$ cat config.mk
export PLATFORM = sky130hd
export DESIGN_NAME = device_status_event_regs
export DESIGN_NICKNAME = d
export VERILOG_FILES = /design/src/rtl/dse_pkg.sv /design/src/rtl/reg_access_if.sv /design/src/rtl/wb_octet_slave.sv /design/src/rtl/evt_irq.sv /design/src/rtl/device_status_event_regs.sv
export SDC_FILE = /design/constraint.sdc
export NUM_CORES = 1
export LEC_CHECK = 0
export ABC_AREA = 1
export BUFFER_PORTS_ARGS = -buffer_cell sky130_fd_sc_hd__buf_2
export CORE_ASPECT_RATIO = 1.75
export CORE_MARGIN = 5
export CORE_UTILIZATION = 46
export CTS_CLUSTER_SIZE = 14
export DETAILED_ROUTE_END_ITERATION = 16
export GPL_TIMING_DRIVEN = 0
export PLACE_DENSITY = 0.83
export REMOVE_ABC_BUFFERS = 1
export SLEW_MARGIN = 20
export SYNTH_ARGS = -nofsm -noshare
export SYNTH_HDL_FRONTEND = slang
export SYNTH_SLANG_ARGS = --single-unit
$ cat constraint.sdc
create_clock -name clk_i -period 1.5 [get_ports clk_i]
set_clock_uncertainty 0.15 [all_clocks]
set_input_delay 0.075 -clock clk_i [delete_from_list [all_inputs] [get_ports clk_i]]
set_output_delay 0.075 -clock clk_i [all_outputs]
set_load 0.05 [all_outputs]
$ cat src/rtl/dse_pkg.sv
// Purpose: shared constants and types for the device status and event register group
// Assumes: one 125 MHz clock, synchronous active high reset
// Notes: register indices are byte address divided by four
package dse_pkg;
  // data, address, index and event widths
  localparam int OCTET_W = 8;
  localparam int WB_DATA_W = 32;
  localparam int WB_ADDR_W = 10;
  localparam int IDX_W = 8;
  localparam int EVT_W = 3;
  // register indices as printed
  localparam logic [IDX_W-1:0] IDX_SPARE_RW = 8'h28;
  localparam logic [IDX_W-1:0] IDX_SPARE_RO = 8'h29;
  localparam logic [IDX_W-1:0] IDX_WDG_CODE = 8'h2a;
  localparam logic [IDX_W-1:0] IDX_DEF_COND = 8'h2b;
  localparam logic [IDX_W-1:0] IDX_COND = 8'h2c;
  localparam logic [IDX_W-1:0] IDX_EV_CLASS = 8'h2d;
  localparam logic [IDX_W-1:0] IDX_EV_HIGH = 8'h2e;
  // control, interrupt status and mask
  localparam logic [IDX_W-1:0] IDX_EV_CTRL = 8'h40;
  localparam logic [IDX_W-1:0] IDX_IRQ_STAT = 8'h41;
  localparam logic [IDX_W-1:0] IDX_IRQ_MASK = 8'h42;
  // control register bit positions
  localparam int CTRL_PENDING_BIT = 0;
  localparam int CTRL_WDG_EN_BIT = 1;
  // interrupt event bit positions
  localparam int EVT_WDG_BIT = 0;
  localparam int EVT_MCLR_BIT = 1;
  localparam int EVT_MREAD_BIT = 2;
  // reset values
  localparam logic [OCTET_W-1:0] OCTET_RST = 8'h00;
  localparam logic [OCTET_W-1:0] WDG_CODE_RST = 8'h00;
  localparam logic [EVT_W-1:0] EVT_RST = 3'h0;
  // event memory address of the status octet
  localparam logic [OCTET_W-1:0] EVMEM_STATUS_ADDR = 8'h00;
  // unmapped reads answer this
  localparam logic [OCTET_W-1:0] UNMAPPED_DATA = 8'h00;
endpackage : dse_pkg

$ cat src/rtl/reg_access_if.sv
// Purpose: carries decoded register accesses from the bus slave to the register bank
// Assumes: single clock domain
// Notes: wr is a one cycle strobe at the acknowledging edge
`timescale 1ns/1ps
interface reg_access_if;
  logic wr; // commit a write this edge
  logic [dse_pkg::IDX_W-1:0] idx; // register index
  logic [dse_pkg::OCTET_W-1:0] wdata; // low octet of write data
  logic [dse_pkg::OCTET_W-1:0] rdata; // read mux output
  logic hit; // index is mapped
  modport slave (output wr, output idx, output wdata, input rdata, input hit);
  modport bank (input wr, input idx, input wdata, output rdata, output hit);
endinterface : reg_access_if

$ cat src/rtl/wb_octet_slave.sv
// Purpose: classic wishbone slave that turns cycles into octet register accesses
// Assumes: master holds its request until it sees ack
// Notes: ack one cycle after request; write commits at the ack edge
`timescale 1ns/1ps
module wb_octet_slave #(
  parameter int ADDR_W = dse_pkg::WB_ADDR_W
) (
  // clock and reset
  input wire logic clk_i,
  input wire logic rst_i,
  // wishbone
  input wire logic cyc_i,
  input wire logic stb_i,
  input wire logic we_i,
  input wire logic [ADDR_W-1:0] adr_i,
  input wire logic [3:0] sel_i,
  input wire logic [dse_pkg::WB_DATA_W-1:0] dat_i,
  output logic [dse_pkg::WB_DATA_W-1:0] dat_o,
  output logic ack_o,
  // register side
  reg_access_if.slave rif
);
  // index must fit the decoded address bits
  if (ADDR_W - 2 > dse_pkg::IDX_W || ADDR_W < 9) begin : g_chk
    $error("wb_octet_slave: ADDR_W out of range");
  end

  typedef struct packed {
    logic ack; // answer strobe
    logic [dse_pkg::WB_DATA_W-1:0] rdat; // captured read data
  } slv_state_t;

  slv_state_t s_reg;
  slv_state_t s_next;
  logic req; // new request not yet answered

  assign req = cyc_i & stb_i & ~s_reg.ack;
  assign rif.idx = dse_pkg::IDX_W'(adr_i[ADDR_W-1:2]);
  assign rif.wdata = dat_i[dse_pkg::OCTET_W-1:0];
  // only lane 0 carries the octet; other lanes are dropped
  assign rif.wr = cyc_i & stb_i & we_i & s_reg.ack & sel_i[0];
  assign ack_o = s_reg.ack;
  assign dat_o = s_reg.rdat;

  // next state: ack for one cycle, read data captured with it
  always_comb begin
    s_next = s_reg;
    s_next.ack = req;
    if (req) begin
      // unmapped index answers zero, never stalls the bus
      s_next.rdat = {{(dse_pkg::WB_DATA_W-dse_pkg::OCTET_W){1'b0}},
                     (rif.hit ? rif.rdata : dse_pkg::UNMAPPED_DATA)};
    end
  end

  // state register
  always_ff @(posedge clk_i) begin
    if (rst_i) begin
      s_reg <= '0;
    end else begin
      s_reg <= s_next;
    end
  end
endmodule : wb_octet_slave

$ cat src/rtl/evt_irq.sv
// Purpose: sticky event status, mask and one level interrupt
// Assumes: events are one cycle strobes on the same clock
// Notes: write one to clear; a set in the clearing cycle wins
`timescale 1ns/1ps
module evt_irq #(
  parameter int N = dse_pkg::EVT_W
) (
  // clock and reset
  input wire logic clk_i,
  input wire logic rst_i,
  // events and software access
  input wire logic [N-1:0] evt_i,
  input wire logic stat_wr_i,
  input wire logic mask_wr_i,
  input wire logic [N-1:0] wdata_i,
  // state out
  output logic [N-1:0] stat_o,
  output logic [N-1:0] mask_o,
  output logic irq_o
);
  if (N < 1 || N > dse_pkg::OCTET_W) begin : g_chk
    $error("evt_irq: N out of range");
  end

  typedef struct packed {
    logic [N-1:0] stat; // sticky event bits
    logic [N-1:0] mask; // one enables the bit onto irq
  } irq_state_t;

  irq_state_t s_reg;
  irq_state_t s_next;

  // clear first, then set so a new event is never lost
  always_comb begin
    s_next = s_reg;
    if (stat_wr_i) begin
      s_next.stat = s_reg.stat & ~wdata_i;
    end
    s_next.stat = s_next.stat | evt_i;
    if (mask_wr_i) begin
      s_next.mask = wdata_i;
    end
  end

  // state register
  always_ff @(posedge clk_i) begin
    if (rst_i) begin
      s_reg <= '0;
    end else begin
      s_reg <= s_next;
    end
  end

  assign stat_o = s_reg.stat;
  assign mask_o = s_reg.mask;
  assign irq_o = |(s_reg.stat & s_reg.mask);
endmodule : evt_irq

$ cat src/rtl/device_status_event_regs.sv
// Purpose: device status octet, default, watchdog code and event octets
// Assumes: link side logic runs on clk_i, strobes last one cycle
// Notes: host side is classic wishbone, octets in the low byte lane
//
// The Wishbone slave port is this design's own decision.
`timescale 1ns/1ps
module device_status_event_regs #(
  parameter int ADDR_W = dse_pkg::WB_ADDR_W
) (
  // clock and reset
  input wire logic clk_i,
  input wire logic rst_i,
  // wishbone slave
  input wire logic cyc_i,
  input wire logic stb_i,
  input wire logic we_i,
  input wire logic [ADDR_W-1:0] adr_i,
  input wire logic [3:0] sel_i,
  input wire logic [dse_pkg::WB_DATA_W-1:0] dat_i,
  output logic [dse_pkg::WB_DATA_W-1:0] dat_o,
  output logic ack_o,
  // link master event memory read
  input wire logic evmem_rd_i,
  input wire logic [dse_pkg::OCTET_W-1:0] evmem_addr_i,
  output logic [dse_pkg::OCTET_W-1:0] evmem_data_o,
  output logic evmem_valid_o,
  // link master write to the status octet
  input wire logic master_status_wr_i,
  input wire logic [dse_pkg::OCTET_W-1:0] master_status_data_i,
  // watchdog
  input wire logic wdg_expire_i,
  // event reporting
  output logic event_pending_flag_o,
  output logic [dse_pkg::OCTET_W-1:0] event_class_octet_o,
  output logic [dse_pkg::OCTET_W-1:0] event_id_high_o,
  // interrupt
  output logic irq_o
);
  typedef struct packed {
    logic [dse_pkg::OCTET_W-1:0] page1_spare_rw; // plain storage
    logic [dse_pkg::OCTET_W-1:0] watchdog_code_value; // replacement status
    logic [dse_pkg::OCTET_W-1:0] default_device_condition; // answer when idle
    logic [dse_pkg::OCTET_W-1:0] device_condition_value; // live status
    logic [dse_pkg::OCTET_W-1:0] event_class_octet; // qualifier
    logic [dse_pkg::OCTET_W-1:0] event_id_high; // code octet 1
    logic event_pending_flag; // event waiting for the master
    logic watchdog_event_enable; // let expiry replace status
    logic [dse_pkg::OCTET_W-1:0] evmem_data; // link answer octet
    logic evmem_valid; // link answer strobe
  } bank_state_t;

  bank_state_t s_reg;
  bank_state_t s_next;
  reg_access_if rif ();
  logic [dse_pkg::EVT_W-1:0] evt; // interrupt events
  logic [dse_pkg::EVT_W-1:0] irq_stat; // sticky bits
  logic [dse_pkg::EVT_W-1:0] irq_mask; // enables
  logic wdg_fire; // expiry that acts
  logic status_rd; // master reading address 0x00

  // true for every index this bank answers
  function automatic logic is_mapped(input logic [dse_pkg::IDX_W-1:0] idx);
    is_mapped = (idx >= dse_pkg::IDX_SPARE_RW && idx <= dse_pkg::IDX_EV_HIGH) ||
                (idx >= dse_pkg::IDX_EV_CTRL && idx <= dse_pkg::IDX_IRQ_MASK);
  endfunction : is_mapped

  // host write to a given index this cycle
  function automatic logic host_wr(input logic wr, input logic [dse_pkg::IDX_W-1:0] idx,
                                   input logic [dse_pkg::IDX_W-1:0] target);
    host_wr = wr && (idx == target);
  endfunction : host_wr

  // which octet answers event memory address 0x00
  function automatic logic [dse_pkg::OCTET_W-1:0] status_answer(input logic pending,
      input logic [dse_pkg::OCTET_W-1:0] live, input logic [dse_pkg::OCTET_W-1:0] dflt);
    status_answer = pending ? live : dflt;
  endfunction : status_answer

  // bus front end
  wb_octet_slave #(.ADDR_W(ADDR_W)) u_slave (
    .clk_i(clk_i),
    .rst_i(rst_i),
    .cyc_i(cyc_i),
    .stb_i(stb_i),
    .we_i(we_i),
    .adr_i(adr_i),
    .sel_i(sel_i),
    .dat_i(dat_i),
    .dat_o(dat_o),
    .ack_o(ack_o),
    .rif(rif)
  );

  // interrupt status and mask
  evt_irq #(.N(dse_pkg::EVT_W)) u_irq (
    .clk_i(clk_i),
    .rst_i(rst_i),
    .evt_i(evt),
    .stat_wr_i(host_wr(rif.wr, rif.idx, dse_pkg::IDX_IRQ_STAT)),
    .mask_wr_i(host_wr(rif.wr, rif.idx, dse_pkg::IDX_IRQ_MASK)),
    .wdata_i(rif.wdata[dse_pkg::EVT_W-1:0]),
    .stat_o(irq_stat),
    .mask_o(irq_mask),
    .irq_o(irq_o)
  );

  // expiry only acts with the enable set
  assign wdg_fire = wdg_expire_i & s_reg.watchdog_event_enable;
  assign status_rd = evmem_rd_i && (evmem_addr_i == dse_pkg::EVMEM_STATUS_ADDR);

  // events feeding the sticky status
  always_comb begin
    evt = '0;
    evt[dse_pkg::EVT_WDG_BIT] = wdg_fire;
    evt[dse_pkg::EVT_MCLR_BIT] = master_status_wr_i;
    evt[dse_pkg::EVT_MREAD_BIT] = status_rd;
  end

  // host read mux
  assign rif.hit = is_mapped(rif.idx);
  always_comb begin
    rif.rdata = dse_pkg::UNMAPPED_DATA;
    unique case (rif.idx)
      dse_pkg::IDX_SPARE_RW: rif.rdata = s_reg.page1_spare_rw;
      dse_pkg::IDX_SPARE_RO: rif.rdata = dse_pkg::OCTET_RST;
      dse_pkg::IDX_WDG_CODE: rif.rdata = s_reg.watchdog_code_value;
      dse_pkg::IDX_DEF_COND: rif.rdata = s_reg.default_device_condition;
      dse_pkg::IDX_COND: rif.rdata = s_reg.device_condition_value;
      dse_pkg::IDX_EV_CLASS: rif.rdata = s_reg.event_class_octet;
      dse_pkg::IDX_EV_HIGH: rif.rdata = s_reg.event_id_high;
      dse_pkg::IDX_EV_CTRL: begin
        rif.rdata[dse_pkg::CTRL_PENDING_BIT] = s_reg.event_pending_flag;
        rif.rdata[dse_pkg::CTRL_WDG_EN_BIT] = s_reg.watchdog_event_enable;
      end
      dse_pkg::IDX_IRQ_STAT: rif.rdata[dse_pkg::EVT_W-1:0] = irq_stat;
      dse_pkg::IDX_IRQ_MASK: rif.rdata[dse_pkg::EVT_W-1:0] = irq_mask;
      default: rif.rdata = dse_pkg::UNMAPPED_DATA; // unmapped index
    endcase
  end

  // next state of the bank
  always_comb begin
    s_next = s_reg;
    s_next.evmem_valid = 1'b0;
    // host writes; the read-only spare has no write path
    if (host_wr(rif.wr, rif.idx, dse_pkg::IDX_SPARE_RW)) begin
      s_next.page1_spare_rw = rif.wdata;
    end
    if (host_wr(rif.wr, rif.idx, dse_pkg::IDX_WDG_CODE)) begin
      s_next.watchdog_code_value = rif.wdata;
    end
    if (host_wr(rif.wr, rif.idx, dse_pkg::IDX_DEF_COND)) begin
      s_next.default_device_condition = rif.wdata;
    end
    if (host_wr(rif.wr, rif.idx, dse_pkg::IDX_COND)) begin
      s_next.device_condition_value = rif.wdata;
    end
    if (host_wr(rif.wr, rif.idx, dse_pkg::IDX_EV_CLASS)) begin
      s_next.event_class_octet = rif.wdata;
    end
    if (host_wr(rif.wr, rif.idx, dse_pkg::IDX_EV_HIGH)) begin
      s_next.event_id_high = rif.wdata;
    end
    if (host_wr(rif.wr, rif.idx, dse_pkg::IDX_EV_CTRL)) begin
      s_next.event_pending_flag = rif.wdata[dse_pkg::CTRL_PENDING_BIT];
      s_next.watchdog_event_enable = rif.wdata[dse_pkg::CTRL_WDG_EN_BIT];
    end
    // master write beats host write: the link owns the octet
    if (master_status_wr_i) begin
      s_next.device_condition_value = master_status_data_i;
      s_next.event_pending_flag = 1'b0;
    end
    // expiry comes last so the set wins over any clear
    if (wdg_fire) begin
      s_next.device_condition_value = s_reg.watchdog_code_value;
      s_next.event_pending_flag = 1'b1;
    end
    // link answer: one cycle after the request
    if (evmem_rd_i) begin
      s_next.evmem_valid = 1'b1;
      s_next.evmem_data = status_rd ? status_answer(s_reg.event_pending_flag,
          s_reg.device_condition_value, s_reg.default_device_condition) : dse_pkg::UNMAPPED_DATA;
    end
  end

  // state register; every field clears to zero
  always_ff @(posedge clk_i) begin
    if (rst_i) begin
      s_reg <= '0;
      s_reg.watchdog_code_value <= dse_pkg::WDG_CODE_RST;
    end else begin
      s_reg <= s_next;
    end
  end

  // link side outputs straight from flops
  assign evmem_data_o = s_reg.evmem_data;
  assign evmem_valid_o = s_reg.evmem_valid;
  assign event_pending_flag_o = s_reg.event_pending_flag;
  assign event_class_octet_o = s_reg.event_class_octet;
  assign event_id_high_o = s_reg.event_id_high;
endmodule : device_status_event_regs

==> results.md <==
| Step | Item | This run |
|:---|:---|:---|
| setup path | Critical-path maximum fanout | 7 |
| placement | Last weighted congestion value of the routability-driven placer | 0.905 |
| layout | Fill cell count | 764 |
| timing | F_max | 641 MHz |
| grt | First-pass GRT wire length | 18.9 mm |
| timing | Max-slew headroom at the worst pin | 0.429 |
| synthesis | Most used standard cell by instance count after synthesis | sky130_fd_sc_hd__nand2_1 |
| placement | Instance area after placement | 0.00408 sq mm |
| drt | Final ANT Viol Nets | 0 |
| drt | Initial DRC count | 397 |
| timing | Final period demand of the worst path | 1560 ps |
| setup path | Launch instance of the worst register-to-register path | u_slave.ack_o |
| synthesis | Post-Syn Area per Cell | 6.83 sq um |
| setup path | Data required, critical path | 1570 ps |
| timing | Fin. Hold Viols | 1 |
| timing | Tightest Pin Transition | 855 ps |
| timing | Final cycle utilization of the critical path | 1.04 |
| timing | Final hold slack | -21.4 ps |
| pwr | Power per cell area | 932 mW/mm^2 |
| timing | Setup repair after global routing missed its margin | yes |
| grt | Total global-route track usage | 0.230 |
| synthesis | Number of cells produced by synthesis | 578 |
| drt | Router iterations before antenna repair | 5 |
| placement | Quantity of I/O buffers inserted on ports | 76 |
| layout | Post-layout util | 0.609 |
| floorplanning | Die Footprint | 0.0106 sq mm |
| layout | Area delta synth->final | 29.1% |
| drt | Average wire length per cell after detail routing | 16.3 microns |
| run status | Failing checks | negative hold slack, negative setup slack |
| synthesis | Share of flip-flops with an asynchronous set or reset | 0 |
| pwr | Leak | 2.05 nW |
| synthesis | Area of the mapped netlist | 0.00395 sq mm |
| layout | Number of flip-flops in the largest register | 33 |
| drt | Routed WL | 12.7 mm |
| floorplanning | Die width | 80.0 microns |
| timing | Worst setup margin | -59.5 ps |
| synthesis | Dominant register cell in the synthesized netlist | sky130_fd_sc_hd__dfxtp_1 |
| grt | Residual overflow from global routing | 0 |
| run | Max capacitance violation total | 0 |
| layout | Final layout net count | 730 |
| synthesis | Count of state elements after synthesis | 74 |
| cts | Number of H-tree branching levels | 3 |
| floorplanning | Rows | 44 |
| synthesis | Proportion of netlist area held by the largest area contributor | 0.375 |
| placement | Total instance count after detailed placement | 723 |
| floorplanning | Initial Util | 0.472 |
| cts | Insertion delay to the later sink of the worst-skew pair | 350 ps |
| floorplanning | Number of top-level design ports | 130 |
| timing | Number of pins exceeding their max-slew limit in the final report | 0 |
| cts | CTS clock-pin slew for the worst setup and hold paths | 60 ps |
| min path | Hold crit path type | primary input to flip-flop |
| drt | Number of vias in the routed layout | 4150 |
| drt | Post-route DRC | 0 |
| synthesis | Share of synthesized area occupied by flip-flops and latches | 0.375 |
| synthesis | Most common library cells after synthesis | sky130_fd_sc_hd__nand2_1, sky130_fd_sc_hd__dfxtp_1, sky130_fd_sc_hd__a21oi_1 |
| synthesis | Largest area contributor in the netlist | sky130_fd_sc_hd__dfxtp_1 |
| floorplanning | Height of the die | 133 microns |
| grt | Antenna violations before repair | 1 |
| synthesis | Synth area leaders | sky130_fd_sc_hd__dfxtp_1, sky130_fd_sc_hd__buf_4, sky130_fd_sc_hd__nand2_1, sky130_fd_sc_hd__a21oi_1, sky130_fd_sc_hd__o21ai_0 |
| setup path | Sort of element at the end of the critical path | flip-flop |
| cts | Clock root cell | sky130_fd_sc_hd__clkbuf_16 |
| grt | Vias in the first global route | 3988 |
| synthesis | Number of enable flip-flop cells after synthesis | 0 |
| setup path | Type of element launching the critical path | flip-flop |
| synthesis | Yosys synthesis warning count | 0 |
| layout | Design Area, Final | 0.00510 sq mm |
| cts | Maximum buffer depth of the clock tree | 2 |
| placement | Pre-CTS worst setup slack | -569 ps |
| floorplanning | Placeable core region | 0.00837 sq mm |
| placement | Detailed Place HPWL | 7.82 mm |
| synthesis | Synth unique cells | 25 |
| grt | Pin count of the biggest net entering global routing | 53 |
| cts | Number of buffers added by the clock tree synthesis step | 9 |
| run status | Run status | complete, but fails checks |
| layout | Post-Layout Cell Count | 781 |
| setup path | Critical path class | flip-flop to flip-flop |
| layout | Layout cell share with drive strength beyond 1 | 0.265 |
| min path | Launch point of the worst hold path | wdg_expire_i |
| setup path | Arrival time at the worst endpoint | 1630 ps |
| timing | Final setup vio count | 7 |
| cts | Clock tree from TritonCTS | yes |
| pwr | Peak ir drop on the vdd network | 0.000771 V |
| drt | Number of vias per cell | 5.31 |
| cts | Number of sinks handled by clock tree synthesis | 74 |
| setup path | Critical Path Start | u_slave.ack_o |
[layer usage]
layer | GRT usage | vias to the layer above | share of wire
li1 | - | 1996 | -
met1 | 0.241 | 1875 | 0.35
met2 | 0.405 | 220 | 0.53
met3 | 0.0395 | 59 | 0.068
met4 | 0.156 | 0 | 0.056
met5 | 0 | - | 0
[worst paths after layout]
path	cells past startpoint	to	slack [ps]
worst max-delay path	7	u_irq.stat_o[1]	-60
worst min-delay path	5	event_pending_flag_o	-20
worst max register to register	7	u_irq.stat_o[1]	-60
worst min register to register	2	s_reg[55]	300
[kinds of logic after synthesis]
kind of cell,after synthesis,synth area share
simple gates,209,0.237
buf+inv,138,0.186
compound gates,156,0.201
flops,74,0.375
other cells,1,0.000950
[cell type report]
type / count / area [sq um] / share of cell area
Inverter: 69 / 274 / 0.0538
Sequential cell: 74 / 1490 / 0.292
Tap cell: 115 / 144 / 0.0282
Clock buffer: 9 / 225 / 0.0442
Antenna cell: 1 / 2.50 / 0.000491
Multi-Input combinational cell: 394 / 2080 / 0.409
Timing Repair Buffer: 112 / 806 / 0.158
Clock inverter: 7 / 76.3 / 0.0150
[layout by cell type, fill, tap and decap left out, types with 19 or more instances in the layout]
cell type,n
sky130_fd_sc_hd__o21ai_1,39
sky130_fd_sc_hd__dfxtp_1,72
sky130_fd_sc_hd__a21oi_1,64
sky130_fd_sc_hd__conb_1,24
sky130_fd_sc_hd__nand3_1,37
sky130_fd_sc_hd__inv_1,57
sky130_fd_sc_hd__o21ai_0,27
sky130_fd_sc_hd__nor2_1,46
sky130_fd_sc_hd__nand2_1,93
sky130_fd_sc_hd__dlygate4sd3_1,19
sky130_fd_sc_hd__buf_2,76
[through the flow]
stage	hold slack [ps]	power, mW	setup TNS [ps]
final	-21.4	4.75	-115
after detailed placement	241	2.46	-25510
after floorplan	-5.93	2.32	-17200
after CTS	1.38	4.68	-78.0
after global placement	231	2.46	-25990
after global routing	16.7	4.86	-2430
[worst max-delay path, stage by stage (launching register included)]
cell and delay [ps]:
sky130_fd_sc_hd__dfxtp_4 370, sky130_fd_sc_hd__nand3_4 70, sky130_fd_sc_hd__nor2_4 120, sky130_fd_sc_hd__buf_6 120
sky130_fd_sc_hd__clkbuf_16 160, sky130_fd_sc_hd__nand3_2 140, sky130_fd_sc_hd__o21ai_1 200, sky130_fd_sc_hd__a21oi_1 90
[what timing repair did]
action                     CTS  global route
hold endpoints to repair    34             0
gates resized for setup     26            74
setup endpoints to repair   65            63
hold buffers                19             0
gates cloned                 3             3
buffers inserted             4            12
pin swaps                    3            12
[report_power, final]
| group | switching [mW] | internal, mW |
|---|---|---|
| registers | 0.0148 | 1.98 |
| logic | 0.397 | 0.152 |
| clock network | 0.902 | 1.30 |
Note: power is estimated with default switching activity, not from simulation.
